==> config.mk <==
export PLATFORM = sky130hd
export DESIGN_NAME = wcu_top
export DESIGN_NICKNAME = d
export VERILOG_FILES = /design/src/hdl/wcu_pkg.sv /design/src/hdl/wcu_prescaler.sv /design/src/hdl/wcu_top.sv
export SDC_FILE = /design/constraint.sdc
export NUM_CORES = 1
export LEC_CHECK = 0
export BUFFER_PORTS_ARGS = -buffer_cell sky130_fd_sc_hd__buf_2
export CORE_MARGIN = 4
export CORE_UTILIZATION = 45
export CTS_BUF_LIST = sky130_fd_sc_hd__clkbuf_16
export DETAILED_ROUTE_END_ITERATION = 16
export GPL_ROUTABILITY_DRIVEN = 1
export PLACE_DENSITY = 0.71
export RECOVER_POWER = 50
export SKIP_LAST_GASP = 1
export SYNTH_ARGS = -nofsm -noshare
export SYNTH_HDL_FRONTEND = slang
export SYNTH_HIERARCHICAL = 1
export SYNTH_SLANG_ARGS = --single-unit
==> constraint.sdc <==
create_clock -name SYS_CLK -period 4.55 [get_ports SYS_CLK]
set_clock_uncertainty 0.2 [all_clocks]
set_input_delay 0.455 -clock SYS_CLK [delete_from_list [all_inputs] [get_ports SYS_CLK]]
set_output_delay 0.455 -clock SYS_CLK [all_outputs]
set_load 0.02 [all_outputs]
==> src/hdl/wcu_pkg.sv <==
// Package of constants and types for the wrap counter unit
package wcu_pkg;

  // ****************************************
  // Register map
  // ****************************************
  localparam logic [7:0] WCU_OFS_STATUS = 8'h00;
  localparam logic [7:0] WCU_OFS_CLKCFG = 8'h04;
  localparam logic [7:0] WCU_OFS_COUNT = 8'h08;
  localparam logic [7:0] WCU_OFS_LIMIT = 8'h0C;

  // ****************************************
  // Field positions
  // ****************************************
  localparam int WCU_SC_FLAG = 7;
  localparam int WCU_SC_IRQ_EN = 6;
  localparam int WCU_SC_CLEAR = 5;
  localparam int WCU_SC_HALT = 4;
  localparam int WCU_CK_SRC_LO = 4;
  localparam int WCU_CK_PS_LO = 0;

  // ****************************************
  // Reset values and limits
  // ****************************************
  localparam logic [7:0] WCU_CNT_RESET = 8'h00;
  localparam logic [7:0] WCU_LIM_RESET = 8'h00;
  localparam logic [3:0] WCU_PS_RESET = 4'h0;
  localparam logic WCU_HALT_RESET = 1'b1;
  localparam logic [3:0] WCU_PS_MAX = 4'h8;
  localparam logic [7:0] WCU_FREE_TOP = 8'hFF;

  // ****************************************
  // Types
  // ****************************************
  typedef enum logic [1:0] {
    WCU_SRC_BUS = 2'h0,
    WCU_SRC_FIXED = 2'h1,
    WCU_SRC_FALL = 2'h2,
    WCU_SRC_RISE = 2'h3
  } wcu_src_t;

  typedef enum logic [1:0] {
    WCU_AWAKE = 2'h0,
    WCU_LIGHT = 2'h1,
    WCU_DEEP = 2'h2,
    WCU_DEEPEST = 2'h3
  } wcu_sleep_t;

  typedef struct packed {
    logic irq_en;
    logic halt;
    wcu_src_t src;
    logic [3:0] ps;
  } wcu_cfg_t;

  localparam wcu_cfg_t WCU_CFG_RESET = '{1'b0, WCU_HALT_RESET, WCU_SRC_BUS, WCU_PS_RESET};

endpackage

==> src/hdl/wcu_prescaler.sv <==
// Clock source selector and prescaler of the wrap counter unit
`timescale 1ns/1ps
`default_nettype none
module wcu_prescaler (
  input wire logic clk,
  input wire logic rst_n,
  input wire logic run,
  input wire logic restart,
  input wire wcu_pkg::wcu_src_t src,
  input wire logic [3:0] ps,
  input wire logic ext_clk,
  input wire logic fixed_clk,
  output logic tick
);

  logic ext_s1_r;
  logic ext_s2_r;
  logic ext_s3_r;
  logic fixed_d_r;
  logic [7:0] pre_r;
  logic src_edge;

  // Codes above eight saturate at divide by 256
  function automatic logic [7:0] ps_mask(input logic [3:0] code);
    logic [3:0] eff;
    logic [8:0] m;
    eff = (code > wcu_pkg::WCU_PS_MAX) ? wcu_pkg::WCU_PS_MAX : code;
    m = (9'h001 << eff) - 9'h001;
    return m[7:0];
  endfunction

  // ****************************************
  // External clock synchroniser
  // ****************************************
  // Edge detect reads stages two and three only, never the first flop
  always_ff @(posedge clk or negedge rst_n) begin
    if (!rst_n) begin
      ext_s1_r <= 1'b0;
      ext_s2_r <= 1'b0;
      ext_s3_r <= 1'b0;
    end else begin
      ext_s1_r <= ext_clk;
      ext_s2_r <= ext_s1_r;
      ext_s3_r <= ext_s2_r;
    end
  end

  always_ff @(posedge clk or negedge rst_n) begin
    if (!rst_n) begin
      fixed_d_r <= 1'b0;
    end else begin
      fixed_d_r <= fixed_clk;
    end
  end

  // ****************************************
  // Source edge select
  // ****************************************
  always_comb begin
    unique case (src)
      wcu_pkg::WCU_SRC_BUS: src_edge = 1'b1;
      wcu_pkg::WCU_SRC_FIXED: src_edge = fixed_clk & ~fixed_d_r;
      wcu_pkg::WCU_SRC_FALL: src_edge = ext_s3_r & ~ext_s2_r;
      wcu_pkg::WCU_SRC_RISE: src_edge = ~ext_s3_r & ext_s2_r;
    endcase
  end

  // ****************************************
  // Prescale divider
  // ****************************************
  always_ff @(posedge clk or negedge rst_n) begin
    if (!rst_n) begin
      pre_r <= 8'h00;
    end else if (restart) begin
      pre_r <= 8'h00;
    end else if (run && src_edge) begin
      pre_r <= pre_r + 8'h01;
    end
  end

  assign tick = run & src_edge & ((pre_r & ps_mask(ps)) == ps_mask(ps));

endmodule
`default_nettype wire

==> src/hdl/wcu_top.sv <==
// Top level of the wrap counter unit with its Wishbone register slave
`timescale 1ns/1ps
`default_nettype none
module wcu_top (
  input wire logic SYS_CLK,
  input wire logic RESETN,
  input wire logic WB_CYC_I,
  input wire logic WB_STB_I,
  input wire logic WB_WE_I,
  input wire logic [7:0] WB_ADR_I,
  input wire logic [3:0] WB_SEL_I,
  input wire logic [31:0] WB_DAT_I,
  output logic [31:0] WB_DAT_O,
  output logic WB_ACK_O,
  input wire logic EXT_COUNT_CLOCK,
  input wire logic FIXED_FREQ_CLOCK,
  input wire wcu_pkg::wcu_sleep_t SLEEP_DEPTH,
  input wire logic DEBUG_ACTIVE,
  output logic WRAP_IRQ
);

  // ****************************************
  // Operating mode states
  // ****************************************
  typedef enum logic [1:0] {
    WCU_M_RUN = 2'b00,
    WCU_M_DEBUG = 2'b01,
    WCU_M_LIGHT = 2'b11,
    WCU_M_DEEP = 2'b10
  } wcu_mode_t;

  wcu_mode_t mode_r;
  wcu_mode_t mode_nxt;

  // ****************************************
  // Declarations
  // ****************************************
  logic ack_r;
  logic [31:0] dat_r;
  logic req;
  logic mapped;
  logic lane0;
  logic wr_status;
  logic wr_clkcfg;
  logic wr_limit;
  logic rd_status;
  logic clear_cmd;
  logic soft_rst;
  logic restart;
  logic count_en;
  logic tick;
  logic wrap;
  logic sw_flag_clear;
  wcu_pkg::wcu_cfg_t cfg_r;
  logic flag_r;
  logic arm_r;
  logic [7:0] cnt_r;
  logic [7:0] cnt_nxt;
  logic [7:0] lim_r;
  logic [7:0] rd_mux;

  // Limit zero behaves as a free run that wraps after 0xFF
  function automatic logic [7:0] top_of(input logic [7:0] lim);
    return (lim == 8'h00) ? wcu_pkg::WCU_FREE_TOP : lim;
  endfunction

  // Byte address decode to one of the four register words
  function automatic logic hit(input logic [7:0] adr, input logic [7:0] ofs);
    return adr == ofs;
  endfunction

  // ****************************************
  // Sleep and debug mode tracking
  // ****************************************
  // Sleep outranks debug; any sleep depth stops the count.
  always_comb begin
    unique case (SLEEP_DEPTH)
      wcu_pkg::WCU_DEEP: mode_nxt = WCU_M_DEEP;
      wcu_pkg::WCU_DEEPEST: mode_nxt = WCU_M_DEEP;
      wcu_pkg::WCU_LIGHT: mode_nxt = WCU_M_LIGHT;
      wcu_pkg::WCU_AWAKE: mode_nxt = DEBUG_ACTIVE ? WCU_M_DEBUG : WCU_M_RUN;
    endcase
  end

  always_ff @(posedge SYS_CLK or negedge RESETN) begin
    if (!RESETN) begin
      mode_r <= WCU_M_RUN;
    end else begin
      mode_r <= mode_nxt;
    end
  end

  // Deep sleep loses state: leaving it rebuilds the reset state.
  // A light sleep ended by reset is handled by RESETN itself.
  assign soft_rst = (mode_r == WCU_M_DEEP) && (mode_nxt != WCU_M_DEEP);

  // Light sleep ended by an interrupt simply resumes with state intact
  assign count_en = (mode_r == WCU_M_RUN) && !cfg_r.halt;

  // ****************************************
  // Wishbone slave decode
  // ****************************************
  // One request per ack; ack drops the cycle after it is given.
  assign req = WB_CYC_I && WB_STB_I && !ack_r;
  assign lane0 = WB_SEL_I[0];
  assign mapped = hit(WB_ADR_I, wcu_pkg::WCU_OFS_STATUS)
               || hit(WB_ADR_I, wcu_pkg::WCU_OFS_CLKCFG)
               || hit(WB_ADR_I, wcu_pkg::WCU_OFS_COUNT)
               || hit(WB_ADR_I, wcu_pkg::WCU_OFS_LIMIT);

  assign wr_status = req && WB_WE_I && lane0 && hit(WB_ADR_I, wcu_pkg::WCU_OFS_STATUS);
  assign wr_clkcfg = req && WB_WE_I && lane0 && hit(WB_ADR_I, wcu_pkg::WCU_OFS_CLKCFG);
  assign wr_limit = req && WB_WE_I && lane0 && hit(WB_ADR_I, wcu_pkg::WCU_OFS_LIMIT);
  assign rd_status = req && !WB_WE_I && hit(WB_ADR_I, wcu_pkg::WCU_OFS_STATUS);

  // Writes to the count word fall through with no effect
  assign clear_cmd = wr_status && WB_DAT_I[wcu_pkg::WCU_SC_CLEAR];
  assign restart = clear_cmd || wr_limit || soft_rst;

  always_ff @(posedge SYS_CLK or negedge RESETN) begin
    if (!RESETN) begin
      ack_r <= 1'b0;
    end else begin
      ack_r <= req;
    end
  end

  // ****************************************
  // Read data path
  // ****************************************
  // Unused and write-only bits read back as zero
  always_comb begin
    rd_mux = 8'h00;
    if (hit(WB_ADR_I, wcu_pkg::WCU_OFS_STATUS)) begin
      rd_mux[wcu_pkg::WCU_SC_FLAG] = flag_r;
      rd_mux[wcu_pkg::WCU_SC_IRQ_EN] = cfg_r.irq_en;
      rd_mux[wcu_pkg::WCU_SC_HALT] = cfg_r.halt;
    end else if (hit(WB_ADR_I, wcu_pkg::WCU_OFS_CLKCFG)) begin
      rd_mux[wcu_pkg::WCU_CK_SRC_LO +: 2] = cfg_r.src;
      rd_mux[wcu_pkg::WCU_CK_PS_LO +: 4] = cfg_r.ps;
    end else if (hit(WB_ADR_I, wcu_pkg::WCU_OFS_COUNT)) begin
      rd_mux = cnt_r;
    end else if (hit(WB_ADR_I, wcu_pkg::WCU_OFS_LIMIT)) begin
      rd_mux = lim_r;
    end
  end

  // Unmapped reads are acked with zero so the master never hangs
  always_ff @(posedge SYS_CLK or negedge RESETN) begin
    if (!RESETN) begin
      dat_r <= 32'h0000_0000;
    end else if (req && !WB_WE_I) begin
      dat_r <= mapped ? {24'h00_0000, rd_mux} : 32'h0000_0000;
    end
  end

  assign WB_DAT_O = dat_r;
  assign WB_ACK_O = ack_r;

  // ****************************************
  // Control fields
  // ****************************************
  always_ff @(posedge SYS_CLK or negedge RESETN) begin
    if (!RESETN) begin
      cfg_r <= wcu_pkg::WCU_CFG_RESET;
    end else if (soft_rst) begin
      cfg_r <= wcu_pkg::WCU_CFG_RESET;
    end else begin
      if (wr_status) begin
        cfg_r.irq_en <= WB_DAT_I[wcu_pkg::WCU_SC_IRQ_EN];
        cfg_r.halt <= WB_DAT_I[wcu_pkg::WCU_SC_HALT];
      end
      if (wr_clkcfg) begin
        // Source and divide change on the fly; the count is kept
        cfg_r.src <= wcu_pkg::wcu_src_t'(WB_DAT_I[wcu_pkg::WCU_CK_SRC_LO +: 2]);
        cfg_r.ps <= WB_DAT_I[wcu_pkg::WCU_CK_PS_LO +: 4];
      end
    end
  end

  // ****************************************
  // Wrap limit register
  // ****************************************
  always_ff @(posedge SYS_CLK or negedge RESETN) begin
    if (!RESETN) begin
      lim_r <= wcu_pkg::WCU_LIM_RESET;
    end else if (soft_rst) begin
      lim_r <= wcu_pkg::WCU_LIM_RESET;
    end else if (wr_limit) begin
      lim_r <= WB_DAT_I[7:0];
    end
  end

  // ****************************************
  // Clock source and prescaler
  // ****************************************
  // Prescaler restarts with the count so the first period is whole
  wcu_prescaler u_prescaler (
    .clk(SYS_CLK),
    .rst_n(RESETN),
    .run(count_en),
    .restart(restart),
    .src(cfg_r.src),
    .ps(cfg_r.ps),
    .ext_clk(EXT_COUNT_CLOCK),
    .fixed_clk(FIXED_FREQ_CLOCK),
    .tick(tick)
  );

  // ****************************************
  // Counter
  // ****************************************
  assign wrap = tick && (cnt_r == top_of(lim_r));
  assign cnt_nxt = wrap ? 8'h00 : cnt_r + 8'h01;

  // A clear or limit write wins over a tick in the same cycle
  always_ff @(posedge SYS_CLK or negedge RESETN) begin
    if (!RESETN) begin
      cnt_r <= wcu_pkg::WCU_CNT_RESET;
    end else if (restart) begin
      cnt_r <= wcu_pkg::WCU_CNT_RESET;
    end else if (tick) begin
      cnt_r <= cnt_nxt;
    end
  end

  // ****************************************
  // Wrap flag and its clear sequence
  // ****************************************
  // A status read that sees the flag set arms the clear.
  // Any status write consumes the arm, so a stale read never clears.
  always_ff @(posedge SYS_CLK or negedge RESETN) begin
    if (!RESETN) begin
      arm_r <= 1'b0;
    end else if (restart || wr_status) begin
      arm_r <= 1'b0;
    end else if (rd_status && flag_r) begin
      arm_r <= 1'b1;
    end
  end

  assign sw_flag_clear = wr_status && arm_r && !WB_DAT_I[wcu_pkg::WCU_SC_FLAG];

  // Priority: restart, then a new wrap, then the software clear
  always_ff @(posedge SYS_CLK or negedge RESETN) begin
    if (!RESETN) begin
      flag_r <= 1'b0;
    end else if (restart) begin
      flag_r <= 1'b0;
    end else if (wrap) begin
      flag_r <= 1'b1;
    end else if (sw_flag_clear) begin
      flag_r <= 1'b0;
    end
  end

  // ****************************************
  // Interrupt request
  // ****************************************
  // Level request; if software enables it with the flag pending,
  // the request fires at once, which is why the flag is cleared first.
  assign WRAP_IRQ = flag_r && cfg_r.irq_en;

endmodule
`default_nettype wire

Yosys cells after proc, flatten, opt, wreduce, memory -nomap -nowiden

Cells that the tools add are included.

Add/subtract/negate cells: 3
Order comparisons: 1
Eq/ne operators: 13
Shifts and indexed selects: 1
Mux-type cells: 29
Bitwise logic cells: 9
Reductions and logical operators: 41

Operator list:

| kind                                                                   | number |
|---|---|
| 8-bit 2-to-1 mux                                                       | 12 |
| 1-bit logical AND                                                      | 18 |
| 8-bit by 1-bit adder with 8-bit output (second input constant)         | 2 |
| 8-bit by 4-bit equality test with 1-bit output (second input constant) | 2 |
| 8-bit equality test                                                    | 2 |
| 8-bit logical NOT                                                      | 2 |
| 6-bit 2-to-1 mux                                                       | 2 |
| 2-bit nonzero test                                                     | 6 |
| 2-bit equality test (second input constant)                            | 5 |
| 8-bit bitwise AND                                                      | 1 |
| 8-bit by 3-bit equality test with 1-bit output (second input constant) | 1 |
| 1-bit 2-to-1 mux                                                       | 8 |
| 4-bit 2-to-1 mux                                                       | 2 |
| 1-bit by 4-bit left shift with 8-bit output (first input constant)     | 1 |
| 8-bit by 1-bit subtractor with 8-bit output (second input constant)    | 1 |
| 2-bit logical NOT                                                      | 3 |
| 1-bit logical OR                                                       | 6 |
| 2-bit 2-to-1 mux                                                       | 3 |
| 2-bit case mux with 3 select lines                                     | 1 |
| 1-bit bitwise AND                                                      | 5 |
| 2-bit by 1-bit equality test with 1-bit output (second input constant) | 2 |
| 4-bit greater-than comparator (second input constant)                  | 1 |
| 1-bit logical NOT                                                      | 4 |
| 1-bit case mux with 4 select lines                                     | 1 |
| other kinds (4)                                                        | 6 |

Register bits after elaboration: 73
Input port bits: 54
Output and inout bits: 34
Word-level logic and storage cells: 113

Depth between registers and ports, before layout

Word-level depth: 11
Mapped depth: 13
Gate-level depth less buffers: 12

Cells and area by module

The synthesis kept the hierarchy.

Modules (own cells, without submodules):

| module        | times used | cells an instance | area each (µm²) |
|---|---|---|---|
| wcu_top       | 1          | 234               | 2269.7 |
| wcu_prescaler | 1          | 74                | 701.9 |

Worst setup path after synthesis

Ideal clock, no wire load.

Path type: register to register
Start point: register cfg_r[1] (netlist name)
End point: register cnt_r[1]
Data arrival time: 2.797 ns
Slack: 1.423 ns
Stages on the path, launching flop included: 13
Period minus slack after synthesis: 3.127 ns
Cell sequence: dfrtp_1 > nor3_1 > nand2b_1 > ha_1 > xnor2_1 > o22ai_1 > a2111oi_0 > o21ai_0 > a221o_1 > a2111oi_0 > and4_1 > buf_2 > o32ai_1

Cells in the longest elaborated chain, start to end: 11

Ends and longest elaborated chain:

| what                                            | RTL line            | source |
|---|---|---|
| 4-bit greater-than comparator                   | wcu_prescaler.sv:27 | `eff = (code > wcu_pkg::WCU_PS_MAX) ? wcu_pkg::WCU_PS_MAX : code;` |
| 4-bit 2-to-1 mux (*)                            | wcu_prescaler.sv:27 |  |
| 1-bit by 4-bit left shift with 8-bit output (*) | wcu_prescaler.sv:28 | `m = (9'h001 << eff) - 9'h001;` |
| 8-bit by 1-bit subtractor with 8-bit output (*) | wcu_prescaler.sv:28 |  |
| 8-bit bitwise AND                               | wcu_prescaler.sv:81 | `assign tick = run & src_edge & ((pre_r & ps_mask(ps)) == ps_mask(ps));` |
| 8-bit equality test (*)                         | wcu_prescaler.sv:81 |  |
| 1-bit bitwise AND (*)                           | wcu_prescaler.sv:81 |  |
| named net tick                                  | wcu_top.sv:51       | `logic tick;` |
| 1-bit logical AND                               | wcu_top.sv:213      | `assign wrap = tick && (cnt_r == top_of(lim_r));` |
| 8-bit 2-to-1 mux                                | wcu_top.sv:214      | `assign cnt_nxt = wrap ? 8'h00 : cnt_r + 8'h01;` |
| 8-bit 2-to-1 mux                                | wcu_top.sv:222      | `end else if (tick) begin` |
| 8-bit 2-to-1 mux                                | wcu_top.sv:220      | `end else if (restart) begin` |
| end signal: assignment                          | wcu_top.sv:219      | `cnt_r <= wcu_pkg::WCU_CNT_RESET;` |
| end signal: assignment                          | wcu_top.sv:221      | `cnt_r <= wcu_pkg::WCU_CNT_RESET;` |
| end signal: assignment                          | wcu_top.sv:223      | `cnt_r <= cnt_nxt;` |
| end: declaration                                | wcu_top.sv:57       | `logic [7:0] cnt_r;` |

Mark *: on every way through the listed nets, which the timed path passes. The rest lies on a longest branch. The select of a mux whose other input is x is not followed.
A chain may end at the register's enable or synchronous reset.

Worst setup path in the final report

Start point: register cfg_r[1] (netlist name)
End point: register cnt_r[1]

Cells in the longest elaborated chain, start to end: 11

Ends and longest elaborated chain:

| what                                            | RTL line |
|---|---|
| 4-bit greater-than comparator                   | wcu_prescaler.sv:27 |
| 4-bit 2-to-1 mux (*)                            | wcu_prescaler.sv:27 |
| 1-bit by 4-bit left shift with 8-bit output (*) | wcu_prescaler.sv:28 |
| 8-bit by 1-bit subtractor with 8-bit output (*) | wcu_prescaler.sv:28 |
| 8-bit bitwise AND                               | wcu_prescaler.sv:81 |
| 8-bit equality test (*)                         | wcu_prescaler.sv:81 |
| 1-bit bitwise AND (*)                           | wcu_prescaler.sv:81 |
| named net tick                                  | wcu_top.sv:51 |
| 1-bit logical AND                               | wcu_top.sv:213 |
| 8-bit 2-to-1 mux                                | wcu_top.sv:214 |
| 8-bit 2-to-1 mux                                | wcu_top.sv:222 |
| 8-bit 2-to-1 mux                                | wcu_top.sv:220 |

Marks and branches as above.

==> results.sh <==
export IMPL_design_portCount=88
export IMPL_syn_instance_count=308
export IMPL_crit_required_ps=4510
export IMPL_port_buffer_count=36
export IMPL_routed_via_count=2336
export IMPL_grt_first_pass_wirelength_microns=11200
export IMPL_cts_max_level=2
export IMPL_dpl_worst_slack_ps=699
export IMPL_yosys_area_top_type="dfrtp_1"
export IMPL_fin_hold_ws_ps=76.8
export IMPL_finalWorstSetupSlack_ps=662
export IMPL_drv_slew=50
export IMPL_synthMostInstantiatedCell="dfrtp_1"
export IMPL_hp_class="in -> reg"
export IMPL_areaGrowthSynthToFinish_pct=10.2
export IMPL_drc=0
export IMPL_count_of_filler_cells_inserted_in_the_layout=597
export IMPL_avgSynthCellArea_sq_um=9.65
export IMPL_finalCriticalPeriod_ps=3890
export IMPL_drt_total_wl_microns=6740
export IMPL_number_of_antenna_violations_at_the_first_check_in_global_routing=0
export IMPL_regArea_sq_um=1230
export IMPL_post_drt_via_cell_ratio=5.63
export IMPL_critical_path_arrival_ps=3840
export IMPL_yosys_cell_types_count=62
export IMPL_dr_first_iter_drc_count=208
export IMPL_dpl_hpwl_microns=4940
export IMPL_final_period_utilization_pct=85.5
export IMPL_num_nets_final=394
export IMPL_critical_path_startpoint="cfg_r[1]"
export IMPL_fin_setup_tns_ps=0
export IMPL_synth_area_leaders="dfrtp_1, buf_4, mux2i_1"
export IMPL_clk_pin_slew_worst_paths_ps=70
export IMPL_synth_sequential_area_ratio_pct=41.3
export IMPL_fp_dieH_microns=89.3
export IMPL_floorplan_initialDensity_pct=46.5
export IMPL_overflow=0
export IMPL_max_freq_mhz=257
export IMPL_violated_checks="capacitance limit, slew limit"
export IMPL_std_cell_rows=29
export IMPL_detailedRoute_firstPassIterationCount=4
export IMPL_final_hold_violation_count=0
export IMPL_non_filler_cell_area_final_sq_um=3280
export IMPL_first_global_vias=2268
export IMPL_worst_slew_pin_slew_ps=2610
export IMPL_dpl_instance_area_sq_um=3110
export IMPL_synthDominantCellAreaShare_pct=40.4
export IMPL_peak_supply_drop_v=0.000145
export IMPL_post_cts_resized=0
export IMPL_post_synth_instance_area_sq_um=2970
export IMPL_timing_final_setup_violations=0
export IMPL_synth_async_reset_ratio_pct=100
export IMPL_post_cts_setup_buffers=0
export IMPL_cts_sinks=49
export IMPL_max_cap_viol_count=1
export IMPL_timing_max_slew_rel_slack_pct=-73.8
export IMPL_insertedDiodeCount=0
export IMPL_run_status="complete, but fails checks"
export IMPL_post_cts_hold_buffer_count=0
export IMPL_synthesis_yosys_warnings=6
export IMPL_place_gp_congestion=0.851
export IMPL_timing_critical_path_from_type="flop"
export IMPL_hp_start="EXT_COUNT_CLOCK"
export IMPL_power_leakage_nw=1.62
export IMPL_synth_seq_cells=49
export IMPL_reg_to_reg_startpoint="cfg_r[1]"
export IMPL_drive_gt1_share_pct=19.2
export IMPL_grt_util_all_layers_pct=18.2
export IMPL_worstPathMaxFanout=11
export IMPL_worstSetupPathType="reg -> reg"
export IMPL_dieArea_sq_um=7970
export IMPL_multiInputGateArea_sq_um=1550
export IMPL_area_of_the_placeable_core_sq_um=6390
export IMPL_antenna_violating_nets_post_route=0
export IMPL_wl_per_cell_microns=16.2
export IMPL_grt_setup_unrepaired="false"
export IMPL_power_density_nw_per_um2=284
export IMPL_max_clock_path_buffers=2
export IMPL_cts_root_buf="clkbuf_16"
export IMPL_ys_dominant_reg_cell="dfrtp_1"
export IMPL_clock_latency_ps=290
export IMPL_cts_tree="built"
export IMPL_cts_buffer_count=5
export IMPL_number_of_enable_type_register_cells_in_the_synthesized_netlist=0
export IMPL_die_width_microns=89.3
export IMPL_synth_common_cells="dfrtp_1, nor2_1, buf_4, nand2_1, mux2i_1"
export IMPL_end_kind="flop"
export IMPL_maximum_number_of_pins_on_one_net_before_global_route_repair=50
layout make-up:
type	count	area share (%)
Multi-Input combinational cell	232	47.2
Sequential cell	49	37.5
Timing Repair Buffer	39	6.11
Clock buffer	5	3.82
Tap cell	77	2.94
Clock inverter	3	1.26
Inverter	10	1.15
through the flow:
step / total power, mW / cells / util (%)
2_1_floorplan: 0.505 / 331 / -
3_3_place_gp: 0.516 / 407 / 48.7
3_5_place_dp: 0.518 / 407 / 48.7
4_1_cts: 0.937 / 415 / 51.3
5_1_grt: 0.966 / 415 / 51.3
6_report: 0.932 / 415 / 51.3
power by group:
group / internal, mW / total, mW / switching [mW]
registers: 0.439 / 0.441 / 0.00220
logic: 0.0174 / 0.0676 / 0.0502
clock network: 0.258 / 0.423 / 0.165
total: 0.714 / 0.932 / 0.218
worst max-delay path, cell delays in order, from the launching register on:
cell	delay (ps)
dfrtp_1	470
nor3_1	320
nand2b_1	140
ha_1	280
xnor2_1	170
o22ai_1	100
a2111oi_1	410
buf_4	250
o21ai_0	90
a221o_1	280
a2111oi_0	390
and4_1	480
o32ai_1	150
worst paths after layout:
check                      slack [ps]                     to  cells after the start
setup / recovery                  660               cnt_r[1]                     12
hold / removal                     80   u_prescaler/ext_s1_r                      1
setup reg to reg                  660               cnt_r[1]                     12
hold reg to reg                   150   u_prescaler/ext_s2_r                      0
max in group asynchronous        1890               cnt_r[6]                      1
min in group asynchronous         780  u_prescaler/fixed_d_r                      1
placed cells by master, fill, tap and decap left out, drive strengths merged, types with 3 or more instances in the layout:
cell type and count:
nor4 5, dfrtp 48, xnor2 5, clkbuf 7
inv 10, conb 24, nor3 17, mux2i 17
o2111ai 4, or3 3, mux2 5, nand3 3
xor2 9, nand2b 5, nor2 31, o22ai 5
ha 3, buf 37, and3 3, nand2 19
o21a 3, a22o 11, and2 4, a21oi 12
o21ai 12
state kept, by name, indices dropped and copies added (netlist names):
name / cells
arm_r: 1
u_prescaler/fixed_d_r: 1
mode_r: 2
cfg_r: 8
flag_r: 1
u_prescaler/pre_r: 8
WB_ACK_O: 1
cnt_r: 8
u_prescaler/ext_s3_r: 1
lim_r: 8
u_prescaler/ext_s1_r: 1
u_prescaler/ext_s2_r: 1
WB_DAT_O: 8
per-layer routing:
layer / global-route usage (%) / part of all wire (%) / vias up
li1: - / - / 1109
met1: 25.5 / 45 / 1152
met2: 28.8 / 48 / 65
met3: 2.76 / 5.6 / 10
met4: 6.50 / 1.8 / 0
met5: 0 / 0 / -
cell families after synthesis:
logic type,after synthesis,share of synthesized area [%]
AOI/OAI and AO/OA,64,16.4
xor gates and xnor gates,14,4.13
adders and majority gates,3,1.26
buffers and inverters,50,9.73
DFF,49,41.3
muxes,23,8.38
other,1,0.126
and+or+nand+nor,104,18.7
Power figures use the tool's default switching activity.
